--- src/hdl/photon_counter_defs.svh ---
// constants for the photon counter measurement control
// assumes a 125 MHz mclk; every figure here is used by photon_counter_control
`ifndef PHOTON_COUNTER_DEFS_SVH
`define PHOTON_COUNTER_DEFS_SVH
`define CLK_PERIOD_NS 8
`define TIME_STEP_NS 1000
`define CYC_PER_STEP ((`TIME_STEP_NS + `CLK_PERIOD_NS - 1) / `CLK_PERIOD_NS)
`define MODE_IDLE 3'h0
`define MODE_MANUAL 3'h1
`define MODE_FREE_RUN 3'h2
`define MODE_TRIG_TIMED 3'h3
`define MODE_TRIG_UNTIMED 3'h4
`define MODE_EXT_GATE 3'h5
`define MODE_MAX 32'h0000_0005
`define TIME_MIN 32'h0000_0001
`define TIME_MAX 32'h7fff_ffff
`define ARRAY_MIN 32'h0000_0001
`define ARRAY_MAX 32'h0000_2710
`define DFU_MAX 32'h0000_0002
`define BIN_LEN_RST 32'h0000_0001
`define PAUSE_RST 32'h0000_0001
`define ARRAY_LEN_RST 14'h0001
`define FAN_RST 1'b1
`define LED_RST 1'b1
`define ST_RUN 0
`define ST_GATE 1
`define ST_WAIT 2
`define ST_OVF 3
`define ST_OVL 4
`define ST_TEMP 5
`define ST_SAT 6
`define ST_ACC 10
`endif

--- src/hdl/photon_counter_pkg.sv ---
// types shared by the photon counter measurement control
// assumes nothing of its surroundings
package photon_counter_pkg;
	typedef enum logic [3:0] {
		S_IDLE = 4'b0001,
		S_ARMED = 4'b0010,
		S_COUNT = 4'b0100,
		S_PAUSE = 4'b1000
	} meas_state_type;
	typedef enum logic [3:0] {
		SEL_MODE = 4'h0,
		SEL_GATING = 4'h1,
		SEL_BIN_LEN = 4'h2,
		SEL_PAUSE = 4'h3,
		SEL_EDGE = 4'h4,
		SEL_ARR_LEN = 4'h5,
		SEL_ARR_STATE = 4'h6,
		SEL_STATUS = 4'h7,
		SEL_FAN = 4'h8,
		SEL_LED = 4'h9,
		SEL_DFU = 4'ha,
		SEL_SAT_VOLT = 4'hb,
		SEL_START = 4'hc,
		SEL_STOP = 4'hd,
		SEL_CLEAR = 4'he,
		SEL_INDEX = 4'hf
	} cmd_sel_type;
endpackage : photon_counter_pkg

--- src/hdl/photon_counter_control.sv ---
// photon counter measurement control: command port, bin timing, status word, result fifo
// assumes all inputs synchronous to mclk; commands arrive already parsed, one per cycle
// Overview of operation
// - mode code 0..5 selects idle, manual, free-run, triggered timed, untimed, gating
// - gating select 0 keeps diode biased always, 1 biases it only while a bin is counting
// - with gated bias, bias turns on on the same edge a bin starts
// - pause between free-running bins, same range and step, readable back
// - trigger edge select: 0 falling, 1 rising, readable back
// - bins per array 1 to 10000, readable back
// - array state 0 continuous, 1 array of programmed bin count, readable back
// - result holds 31-bit photon count with overflow flag in bit 31
// - result carries status word and index from 1 up; index 0 means none
// - status bits 0..3: running, gate active, waiting trigger, overflow
// - status bit 4 overload of result path, bit 5 cooler overtemperature
// - status bits 6 and 7 give the two-bit saturation level, 3 is alert
// - bits 10..14 are sticky flags for overflow, result dropped by overload, temperature, saturation
// - clear command zeroes the sticky bits, live bits untouched
// - start counts at once in manual and free-run modes, arms modes 3 to 5, sets running; refused in idle
// - stop ends counting in manual mode, disarms others, clears running
// - fan on/off control, 1 on, readable back
// - led on after reset, off at start, on at stop, writable and readable
// - firmware-update state 0,1,2; writing 1 or 2 requests usb re-enumeration
// - saturation voltage, 0.0 to 3.3 V, reported on request
// - triggered timed mode ignores trigger edges while a bin is running
// - untimed mode: each trigger edge ends the bin and starts the next
// - gating mode counts only while the gate input is high
`timescale 1ns/100ps
`include "photon_counter_defs.svh"

module result_fifo #(
	parameter int WIDTH = 80,
	parameter int DEPTH = 8
) (
	input wire logic mclk,
	input wire logic reset,
	input wire logic in_valid,
	output logic in_ready,
	input wire logic [WIDTH-1:0] in_data,
	output logic out_valid,
	input wire logic out_ready,
	output logic [WIDTH-1:0] out_data
);
	localparam int AW = (DEPTH > 1) ? $clog2(DEPTH) : 1;
	localparam logic [AW-1:0] LAST = AW'(DEPTH - 1);
	localparam logic [AW:0] FULL = (AW + 1)'(DEPTH);
	logic [WIDTH-1:0] mem_r [DEPTH];
	logic [AW-1:0] wr_r, wr_nxt, rd_r, rd_nxt;
	logic [AW:0] fill_r, fill_nxt;
	logic push, pop;

	assign in_ready = fill_r != FULL;
	assign out_valid = fill_r != '0;
	assign out_data = mem_r[rd_r];
	assign push = in_valid && in_ready;
	assign pop = out_valid && out_ready;

	always_comb begin
		wr_nxt = wr_r;
		rd_nxt = rd_r;
		fill_nxt = fill_r;
		if (push) begin
			wr_nxt = (wr_r == LAST) ? '0 : wr_r + 1'b1;
		end
		if (pop) begin
			rd_nxt = (rd_r == LAST) ? '0 : rd_r + 1'b1;
		end
		if (push && !pop) begin
			fill_nxt = fill_r + 1'b1;
		end else if (pop && !push) begin
			fill_nxt = fill_r - 1'b1;
		end
	end

	always_ff @(posedge mclk or posedge reset) begin
		if (reset) begin
			wr_r <= '0;
			rd_r <= '0;
			fill_r <= '0;
		end else begin
			wr_r <= wr_nxt;
			rd_r <= rd_nxt;
			fill_r <= fill_nxt;
		end
	end

	// storage needs no reset; out_data is only meaningful with out_valid
	always_ff @(posedge mclk) begin
		if (push) begin
			mem_r[wr_r] <= in_data;
		end
	end
endmodule : result_fifo

module photon_counter_control
	import photon_counter_pkg::*;
#(
	parameter int FIFO_DEPTH = 8
) (
	input wire logic mclk,
	input wire logic reset,
	input wire logic cmd_valid,
	input wire logic cmd_write,
	input wire cmd_sel_type cmd_sel,
	input wire logic [31:0] cmd_data,
	output logic answer_valid,
	output logic answer_error,
	output logic [31:0] answer_data,
	input wire logic photon_in,
	input wire logic trigger_in,
	input wire logic gate_in,
	input wire logic overtemp_in,
	input wire logic [1:0] saturation_in,
	input wire logic [11:0] sat_voltage_mv,
	output logic result_valid,
	input wire logic result_ready,
	output logic [31:0] result_count,
	output logic [15:0] result_status,
	output logic [31:0] result_index,
	output logic [15:0] status_word,
	output logic bias_enable,
	output logic fan_on,
	output logic led_on,
	output logic [1:0] dfu_state,
	output logic usb_reenumerate
);
	localparam int PW = $clog2(`CYC_PER_STEP);
	localparam logic [PW-1:0] PRESC_LAST = PW'(`CYC_PER_STEP - 1);

	meas_state_type state_r, state_nxt;
	logic [2:0] mode_r, mode_nxt;
	logic gating_r, gating_nxt, edge_r, edge_nxt, arr_state_r, arr_state_nxt;
	logic [31:0] bin_len_r, bin_len_nxt, pause_r, pause_nxt;
	logic [13:0] arr_len_r, arr_len_nxt, bins_r, bins_nxt;
	logic fan_r, fan_nxt, led_r, led_nxt, reenum_r, reenum_nxt;
	logic [1:0] dfu_r, dfu_nxt;
	logic running_r, running_nxt, bias_r, bias_nxt;
	logic [PW-1:0] presc_r, presc_nxt;
	logic [31:0] remain_r, remain_nxt, index_r, index_nxt;
	logic [30:0] count_r, count_nxt;
	logic ovf_r, ovf_nxt, trig_prev_r, photon_prev_r;
	logic [4:0] sticky_r, sticky_nxt;
	logic [15:0] status_r, status_nxt;
	logic ans_valid_r, ans_valid_nxt, ans_err_r, ans_err_nxt;
	logic [31:0] ans_data_r, ans_data_nxt;
	logic photon_rise, trig_edge, step_tick, timer_done;
	logic start_req, stop_req, clear_req, emit, bin_start, fifo_ready;
	logic [79:0] fifo_out;

	assign photon_rise = photon_in && !photon_prev_r;
	assign trig_edge = edge_r ? (trigger_in && !trig_prev_r) : (!trigger_in && trig_prev_r);
	assign step_tick = presc_r == PRESC_LAST;
	assign timer_done = step_tick && (remain_r == 32'h0000_0001);

	always_comb begin
		mode_nxt = mode_r;
		gating_nxt = gating_r;
		bin_len_nxt = bin_len_r;
		pause_nxt = pause_r;
		edge_nxt = edge_r;
		arr_len_nxt = arr_len_r;
		arr_state_nxt = arr_state_r;
		fan_nxt = fan_r;
		led_nxt = led_r;
		dfu_nxt = dfu_r;
		reenum_nxt = 1'b0;
		ans_valid_nxt = cmd_valid;
		ans_err_nxt = 1'b0;
		ans_data_nxt = '0;
		start_req = 1'b0;
		stop_req = 1'b0;
		clear_req = 1'b0;
		if (cmd_valid && cmd_write) begin
			// rejected values leave the setting as it was
			unique case (cmd_sel)
				SEL_MODE: if (cmd_data <= `MODE_MAX) mode_nxt = cmd_data[2:0];
					else ans_err_nxt = 1'b1;
				SEL_GATING: if (cmd_data[31:1] == '0) gating_nxt = cmd_data[0];
					else ans_err_nxt = 1'b1;
				SEL_BIN_LEN: if (cmd_data >= `TIME_MIN && cmd_data <= `TIME_MAX) bin_len_nxt = cmd_data;
					else ans_err_nxt = 1'b1;
				SEL_PAUSE: if (cmd_data >= `TIME_MIN && cmd_data <= `TIME_MAX) pause_nxt = cmd_data;
					else ans_err_nxt = 1'b1;
				SEL_EDGE: if (cmd_data[31:1] == '0) edge_nxt = cmd_data[0];
					else ans_err_nxt = 1'b1;
				SEL_ARR_LEN: if (cmd_data >= `ARRAY_MIN && cmd_data <= `ARRAY_MAX) arr_len_nxt = cmd_data[13:0];
					else ans_err_nxt = 1'b1;
				SEL_ARR_STATE: if (cmd_data[31:1] == '0) arr_state_nxt = cmd_data[0];
					else ans_err_nxt = 1'b1;
				SEL_FAN: if (cmd_data[31:1] == '0) fan_nxt = cmd_data[0];
					else ans_err_nxt = 1'b1;
				SEL_LED: if (cmd_data[31:1] == '0) led_nxt = cmd_data[0];
					else ans_err_nxt = 1'b1;
				SEL_DFU: if (cmd_data <= `DFU_MAX) begin
					dfu_nxt = cmd_data[1:0];
					reenum_nxt = cmd_data[1:0] != 2'h0;
				end else ans_err_nxt = 1'b1;
				SEL_START: if (mode_r != `MODE_IDLE) start_req = 1'b1;
					else ans_err_nxt = 1'b1;
				SEL_STOP: stop_req = 1'b1;
				SEL_CLEAR: clear_req = 1'b1;
				default: ans_err_nxt = 1'b1;
			endcase
		end else if (cmd_valid) begin
			unique case (cmd_sel)
				SEL_MODE: ans_data_nxt = {29'h0, mode_r};
				SEL_GATING: ans_data_nxt = {31'h0, gating_r};
				SEL_BIN_LEN: ans_data_nxt = bin_len_r;
				SEL_PAUSE: ans_data_nxt = pause_r;
				SEL_EDGE: ans_data_nxt = {31'h0, edge_r};
				SEL_ARR_LEN: ans_data_nxt = {18'h0, arr_len_r};
				SEL_ARR_STATE: ans_data_nxt = {31'h0, arr_state_r};
				SEL_STATUS: ans_data_nxt = {16'h0, status_r};
				SEL_FAN: ans_data_nxt = {31'h0, fan_r};
				SEL_LED: ans_data_nxt = {31'h0, led_r};
				SEL_DFU: ans_data_nxt = {30'h0, dfu_r};
				SEL_SAT_VOLT: ans_data_nxt = {20'h0, sat_voltage_mv};
				SEL_INDEX: ans_data_nxt = index_r;
				default: ans_err_nxt = 1'b1;
			endcase
		end

		state_nxt = state_r;
		running_nxt = running_r;
		presc_nxt = step_tick ? '0 : presc_r + 1'b1;
		remain_nxt = (step_tick && remain_r != '0) ? remain_r - 32'h0000_0001 : remain_r;
		count_nxt = count_r;
		ovf_nxt = ovf_r;
		bins_nxt = bins_r;
		index_nxt = index_r;
		emit = 1'b0;
		bin_start = 1'b0;
		if (state_r == S_COUNT && photon_rise) begin
			if (&count_r) ovf_nxt = 1'b1;
			else count_nxt = count_r + 31'h1;
		end
		if (!stop_req) begin
			unique case (state_r)
				S_IDLE: ;
				S_ARMED: begin
					if ((mode_r == `MODE_TRIG_TIMED || mode_r == `MODE_TRIG_UNTIMED) && trig_edge)
						bin_start = 1'b1;
					if (mode_r == `MODE_EXT_GATE && gate_in) bin_start = 1'b1;
				end
				S_COUNT: begin
					// edges inside a timed bin fall through here unused
					if (mode_r == `MODE_FREE_RUN && timer_done) begin
						emit = 1'b1;
						state_nxt = S_PAUSE;
						remain_nxt = pause_r;
					end
					if (mode_r == `MODE_TRIG_TIMED && timer_done) begin
						emit = 1'b1;
						state_nxt = S_ARMED;
					end
					if (mode_r == `MODE_TRIG_UNTIMED && trig_edge) begin
						emit = 1'b1;
						bin_start = 1'b1;
					end
					if (mode_r == `MODE_EXT_GATE && !gate_in) begin
						emit = 1'b1;
						state_nxt = S_ARMED;
					end
				end
				S_PAUSE: if (timer_done) bin_start = 1'b1;
				default: state_nxt = S_IDLE;
			endcase
		end else if (state_r == S_COUNT && mode_r == `MODE_MANUAL) begin
			emit = 1'b1;
		end
		if (bin_start) begin
			state_nxt = S_COUNT;
			count_nxt = '0;
			ovf_nxt = 1'b0;
			remain_nxt = bin_len_r;
			presc_nxt = '0;
		end
		if (emit) begin
			index_nxt = index_r + 32'h0000_0001;
			bins_nxt = bins_r + 14'h1;
			if (arr_state_r && bins_nxt == arr_len_r) begin
				stop_req = 1'b1;
			end
		end
		if (start_req) begin
			running_nxt = 1'b1;
			led_nxt = 1'b0;
			bins_nxt = '0;
			if (mode_r == `MODE_MANUAL || mode_r == `MODE_FREE_RUN) begin
				state_nxt = S_COUNT;
				count_nxt = '0;
				ovf_nxt = 1'b0;
				remain_nxt = bin_len_r;
				presc_nxt = '0;
			end else begin
				state_nxt = S_ARMED;
			end
		end
		if (stop_req) begin
			running_nxt = 1'b0;
			led_nxt = 1'b1;
			state_nxt = S_IDLE;
		end
		// new events are or-ed in after the clear, so an event in the clear cycle survives
		sticky_nxt = (clear_req ? 5'h00 : sticky_r)
			| {saturation_in, overtemp_in, emit && !fifo_ready, ovf_r};
		status_nxt = '0;
		status_nxt[`ST_RUN] = running_r;
		status_nxt[`ST_GATE] = state_r == S_COUNT;
		status_nxt[`ST_WAIT] = state_r == S_ARMED;
		status_nxt[`ST_OVF] = ovf_r;
		status_nxt[`ST_OVL] = !fifo_ready;
		status_nxt[`ST_TEMP] = overtemp_in;
		status_nxt[`ST_SAT +: 2] = saturation_in;
		status_nxt[`ST_ACC +: 5] = sticky_nxt;
		bias_nxt = !gating_r || (state_nxt == S_COUNT);
	end

	always_ff @(posedge mclk or posedge reset) begin
		if (reset) begin
			state_r <= S_IDLE;
			mode_r <= `MODE_IDLE;
			gating_r <= 1'b0;
			bin_len_r <= `BIN_LEN_RST;
			pause_r <= `PAUSE_RST;
			edge_r <= 1'b1;
			arr_len_r <= `ARRAY_LEN_RST;
			arr_state_r <= 1'b0;
			fan_r <= `FAN_RST;
			led_r <= `LED_RST;
			dfu_r <= 2'h0;
			reenum_r <= 1'b0;
			running_r <= 1'b0;
			bias_r <= 1'b1;
			presc_r <= '0;
			remain_r <= '0;
			count_r <= '0;
			ovf_r <= 1'b0;
			bins_r <= '0;
			index_r <= '0;
			sticky_r <= '0;
			status_r <= '0;
			trig_prev_r <= 1'b0;
			photon_prev_r <= 1'b0;
			ans_valid_r <= 1'b0;
			ans_err_r <= 1'b0;
			ans_data_r <= '0;
		end else begin
			state_r <= state_nxt;
			mode_r <= mode_nxt;
			gating_r <= gating_nxt;
			bin_len_r <= bin_len_nxt;
			pause_r <= pause_nxt;
			edge_r <= edge_nxt;
			arr_len_r <= arr_len_nxt;
			arr_state_r <= arr_state_nxt;
			fan_r <= fan_nxt;
			led_r <= led_nxt;
			dfu_r <= dfu_nxt;
			reenum_r <= reenum_nxt;
			running_r <= running_nxt;
			bias_r <= bias_nxt;
			presc_r <= presc_nxt;
			remain_r <= remain_nxt;
			count_r <= count_nxt;
			ovf_r <= ovf_nxt;
			bins_r <= bins_nxt;
			index_r <= index_nxt;
			sticky_r <= sticky_nxt;
			status_r <= status_nxt;
			trig_prev_r <= trigger_in;
			photon_prev_r <= photon_in;
			ans_valid_r <= ans_valid_nxt;
			ans_err_r <= ans_err_nxt;
			ans_data_r <= ans_data_nxt;
		end
	end

	// a result is dropped when the fifo is full; the index gap tells the host
	result_fifo #(.WIDTH(80), .DEPTH(FIFO_DEPTH)) u_fifo (
		.mclk(mclk),
		.reset(reset),
		.in_valid(emit),
		.in_ready(fifo_ready),
		.in_data({ovf_r, count_r, status_r, index_nxt}),
		.out_valid(result_valid),
		.out_ready(result_ready),
		.out_data(fifo_out)
	);

	assign result_count = fifo_out[79:48];
	assign result_status = fifo_out[47:32];
	assign result_index = fifo_out[31:0];
	assign answer_valid = ans_valid_r;
	assign answer_error = ans_err_r;
	assign answer_data = ans_data_r;
	assign status_word = status_r;
	assign bias_enable = bias_r;
	assign fan_on = fan_r;
	assign led_on = led_r;
	assign dfu_state = dfu_r;
	assign usb_reenumerate = reenum_r;

	property p_mode_range;
		@(posedge mclk) disable iff (reset) mode_r <= 3'h5;
	endproperty
	a_mode_range: assert property (p_mode_range) else $error("mode out of range");

	property p_bias_gated;
		@(posedge mclk) disable iff (reset)
			(state_nxt == S_COUNT && state_r != S_COUNT) |=> bias_enable ##1 status_word[1];
	endproperty
	a_bias_gated: assert property (p_bias_gated) else $error("bias late at bin start");

	property p_arr_range;
		@(posedge mclk) disable iff (reset) arr_len_r >= 14'h1 && arr_len_r <= 14'h2710;
	endproperty
	a_arr_range: assert property (p_arr_range) else $error("array length out of range");

	property p_unused_zero;
		@(posedge mclk) disable iff (reset) status_word[9:8] == 2'b00 && !status_word[15];
	endproperty
	a_unused_zero: assert property (p_unused_zero) else $error("unused status bit set");

	property p_sticky_ovf;
		@(posedge mclk) disable iff (reset) ovf_r |=> status_word[10];
	endproperty
	a_sticky_ovf: assert property (p_sticky_ovf) else $error("sticky overflow missed");

	property p_clear;
		@(posedge mclk) disable iff (reset)
			clear_req && !ovf_r && !overtemp_in && saturation_in == 2'b00 && !emit
			|=> status_word[14:10] == 5'h00;
	endproperty
	a_clear: assert property (p_clear) else $error("sticky bits not cleared");

	property p_start;
		@(posedge mclk) disable iff (reset)
			start_req && !stop_req |=> running_r && !led_on ##1 status_word[0];
	endproperty
	a_start: assert property (p_start) else $error("start did not run");

	property p_stop;
		@(posedge mclk) disable iff (reset)
			cmd_valid && cmd_write && cmd_sel == SEL_STOP |=> !running_r && led_on && state_r == S_IDLE;
	endproperty
	a_stop: assert property (p_stop) else $error("stop did not halt");

	property p_timed_ignore;
		@(posedge mclk) disable iff (reset)
			state_r == S_COUNT && mode_r == 3'h3 && trig_edge && !timer_done
			&& !stop_req && !start_req
			|=> state_r == S_COUNT;
	endproperty
	a_timed_ignore: assert property (p_timed_ignore) else $error("trigger cut a timed bin");

	property p_reenum;
		@(posedge mclk) disable iff (reset)
			cmd_valid && cmd_write && cmd_sel == SEL_DFU && cmd_data[31:0] inside {32'h1, 32'h2}
			|=> usb_reenumerate ##1 !usb_reenumerate;
	endproperty
	a_reenum: assert property (p_reenum) else $error("no re-enumeration pulse");
endmodule : photon_counter_control

--- config.mk ---
export PLATFORM = sky130hd
export DESIGN_NAME = photon_counter_control
export DESIGN_NICKNAME = d
export VERILOG_FILES = /design/src/hdl/photon_counter_pkg.sv /design/src/hdl/photon_counter_control.sv
export VERILOG_INCLUDE_DIRS = /design/src /design/src/hdl
export SDC_FILE = /design/constraint.sdc
export NUM_CORES = 1
export LEC_CHECK = 0
export BUFFER_PORTS_ARGS = -buffer_cell sky130_fd_sc_hd__clkbuf_2
export CAP_MARGIN = 20
export CORE_ASPECT_RATIO = 1.75
export CORE_MARGIN = 5
export CORE_UTILIZATION = 55
export DETAILED_ROUTE_END_ITERATION = 8
export MAX_ROUTING_LAYER = met4
export PLACE_DENSITY = 0.73
export SYNTH_ARGS = -nofsm -noshare
export SYNTH_HDL_FRONTEND = slang
export SYNTH_SLANG_ARGS = --single-unit
--- constraint.sdc ---
create_clock -name mclk -period 8.5 [get_ports mclk]
set_clock_uncertainty 0.1 [all_clocks]
set_input_delay 0.85 -clock mclk [delete_from_list [all_inputs] [get_ports mclk]]
set_output_delay 0.85 -clock mclk [all_outputs]
set_load 0.02 [all_outputs]
==> flow_metrics.tcl <==
set metrics [dict create \
    outcome "finished, final reports clean" \
    synth_area_um2 36700 \
    ir_worst_vdd_mv 0.176 \
    slowest_stage "buf_4" \
    slew_viol_final 0 \
    slowest_delay_ns 0.91 \
    die_x_um 205 \
    grt_max_degree 93 \
    synth_warnings 0 \
    end_kind "flip-flop" \
    finalCriticalPeriod_ns 5.15 \
    finish.net_count 2476 \
    critPathBufInv 2 \
    rsz0062_at_grt "no" \
    critPathMaxFanout 60 \
    syn_inst 2205 \
    cp-start-kind "flip-flop" \
    nFillCells 4900 \
    place_ws_ns 3.39 \
    cap_violations 0 \
    rows 125 \
    ys_ff_latch 887 \
    dpl.cell_count 3211 \
    grt.overflow.total 0 \
    start_util_pct 55.3 \
    drt_iter0_drc 1587 \
    wl_um 89200 \
    grt_pass1_wl_um 136000 \
    syn_to_final_growth_pct 12.7 \
    grt_pass1_vias 22000 \
    cts.path.max_buffers 3 \
    htreeDepth 3 \
    cts.clk_slew.worst_paths_ns 0.06 \
    hold_viol_final 0 \
    portBuffers 189 \
    yosysSeqAreaShare_pct 68.9 \
    fmax_ghz 0.194 \
    ant_nets 0 \
    required_ns 8.63 \
    wl_per_cell_um 26.6 \
    synth-edff-count 616 \
    dieArea_um2 72200 \
    io_pins 196 \
    vias 20600 \
    worstSetupPathType "reg -> reg" \
    antennaDiodeCount 0 \
    layout_common_cells "edfxtp_1, dfrtp_1, clkbuf_2, mux2_2, mux4_2" \
    postCtsHoldBufs 0 \
    critPathTopFamily "simple AND/OR/NAND/NOR gates" \
    yosysUniqueCellTypes 74 \
    place_congestion 0.935 \
    clock_latency_ns 0.63 \
    slew_headroom_pct 27.6 \
    ys.flop_type "edfxtp_1" \
    max_slew.worst_pin.slew_ns 1.09 \
    cts_setup_buffers 0 \
    clock-sinks 887 \
    p_leak_nw 14.7 \
    period_share_pct 60.5 \
    seq_area_um2 25300 \
    vias_per_cell 6.15 \
    dp_hpwl_um 59200 \
    track_usage_pct 25.9 \
    cts_buffers 77 \
    worstPathCellList "nor4_1, nand4_1, nor3_2, o221ai_2, buf_4, or3_1, nor2_4, buf_4" \
    final_common_cell "edfxtp_1" \
    die_height_um 352 \
    drive_gt1_share_pct 29.0 \
    antenna_found_initial 0 \
    dr.pass1.iters 6 \
    power.density_nw_per_um2 205 \
    setup_slack_ns 3.35 \
    ys_async_sr_fraction_pct 30.6 \
    cp_data_arrival_time_ns 5.28 \
    hold_path_class "in -> async" \
    cpMostUsedCell "buf_4" \
    setup_violations 0 \
    ctsResizeCount 0 \
    final-instance-count-excl-fill 3354 \
    core_um2 66300 \
    setup_tns_ns 0 \
    cts-root-buf "clkbuf_16" \
    synth.avg_cell_area_um2 16.6 \
    cts_tree "done" \
    multi_input_area_um2 10900 \
    route.detailed.drc 0 \
]
==> sequential cells by signal, indices dropped and copies added (netlist names), 2 cells and up <==
signal / flops
answer_data: 32
u_fifo.rd_r: 3
arr_len_r: 14
presc_r: 7
index_r: 32
u_fifo.mem_r: 616
count_r: 31
status_word: 9
bins_r: 14
u_fifo.fill_r: 4
pause_r: 32
remain_r: 32
dfu_state: 2
state_r: 4
u_fifo.wr_r: 3
sticky_r: 4
mode_r: 3
bin_len_r: 32
==> cells in the mapped netlist (9+ instances only) <==
master	number	area share (%)
or4_1	10	0.20
nor2b_1	15	0.26
nand2_1	112	1.1
mux4_2	154	9.5
buf_1	18	0.18
and3_1	14	0.24
o21ai_0	76	1.0
edfxtp_1	616	50
xor2_1	42	1.0
o211ai_1	9	0.18
inv_1	17	0.17
and4_1	10	0.24
a21o_1	11	0.23
a222oi_1	23	0.63
mux2i_1	11	0.30
nor2_1	104	1.1
dfrtp_1	263	18
buf_2	15	0.20
xnor2_1	75	1.8
nand4_1	24	0.41
nor3_1	50	0.68
mux2_2	166	5.1
or3_1	19	0.32
a31oi_1	17	0.29
clkbuf_1	73	0.75
nor4_1	20	0.34
a22oi_1	31	0.63
a21oi_1	21	0.29
ha_1	15	0.51
nand3_1	52	0.71
and2_1	12	0.20
==> final timing paths <==
path | cells after the start | slack [ns] | endpoint | from
setup / recovery | 8 | 3.35 | u_fifo.mem_r[2][68] | remain_r[22]
hold / removal | 2 | 0.20 | sticky_r[2] | reset
setup reg to reg | 8 | 3.35 | u_fifo.mem_r[2][68] | remain_r[22]
hold reg to reg | 0 | 0.29 | status_word[0] | running_r
max in group asynchronous | 3 | 6.69 | bin_len_r[17] | reset
min in group mclk | 1 | 0.27 | status_word[7] | saturation_in[1]
==> worst register-to-register path, cell delays in order, from the launching register on <==
cell,delay [ns]
dfrtp_1,0.41
nor4_1,0.56
nand4_1,0.57
nor3_2,0.59
o221ai_2,0.14
buf_4,0.27
or3_1,0.50
nor2_4,0.58
buf_4,0.92
==> where the power goes <==
| part | internal (mW) | switching [mW] | total (mW) |
|---|---|---|---|
| clock | 2.09 | 1.58 | 3.66 |
| sequential | 4.62 | 0.0507 | 4.68 |
| combinational | 0.0544 | 0.0883 | 0.143 |
==> kinds of logic (layout without fill, tap and decap cells) <==
logic type / after synthesis / count (layout) / synth area share, %
flops: 887 / 887 / 68.9
fa+ha+maj: 16 / 16 / 0.566
simple gates: 487 / 487 / 6.95
mux: 331 / 331 / 14.9
compound gates: 235 / 235 / 4.40
buf+inv: 131 / 386 / 1.48
xor+xnor: 117 / 117 / 2.79
other cells: 1 / 6 / 0.0102
==> layout make-up <==
| cell class | instances | area share [%] |
|---|---|---|
| Timing Repair Buffer | 226 | 3.07 |
| Multi-Input combinational cell | 1192 | 26.4 |
| Sequential cell | 887 | 61.2 |
| Clock inverter | 51 | 1.43 |
| Inverter | 17 | 0.173 |
| Tap cell | 889 | 2.69 |
| Clock buffer | 92 | 4.97 |
==> per-stage QoR <==
| step | util [%] | power, mW | cell area (µm²) | hold WS, ns |
|---|---|---|---|---|
| 6_report | 62.3 | 8.48 | 41300 | 0.205 |
| 5_1_grt | 62.3 | 8.75 | 41300 | 0.241 |
| 4_1_cts | 62.3 | 8.55 | 41300 | 0.199 |
| 3_5_place_dp | 58.3 | 4.91 | 38700 | 0.270 |
| 3_3_place_gp | 58.3 | 4.90 | 38600 | 0.261 |
| 2_1_floorplan | - | 4.83 | 36700 | 0.254 |
==> per-layer routing <==
metal | up-vias | global-route usage, % | share of wire [%]
met5 | - | - | 0
met4 | 0 | 9.26 | 3.7
met3 | 162 | 3.08 | 4.7
met2 | 697 | 46.0 | 55
met1 | 10700 | 30.8 | 37
li1 | 9021 | - | -
No activity file was read; power rests on OpenSTA's default activity.
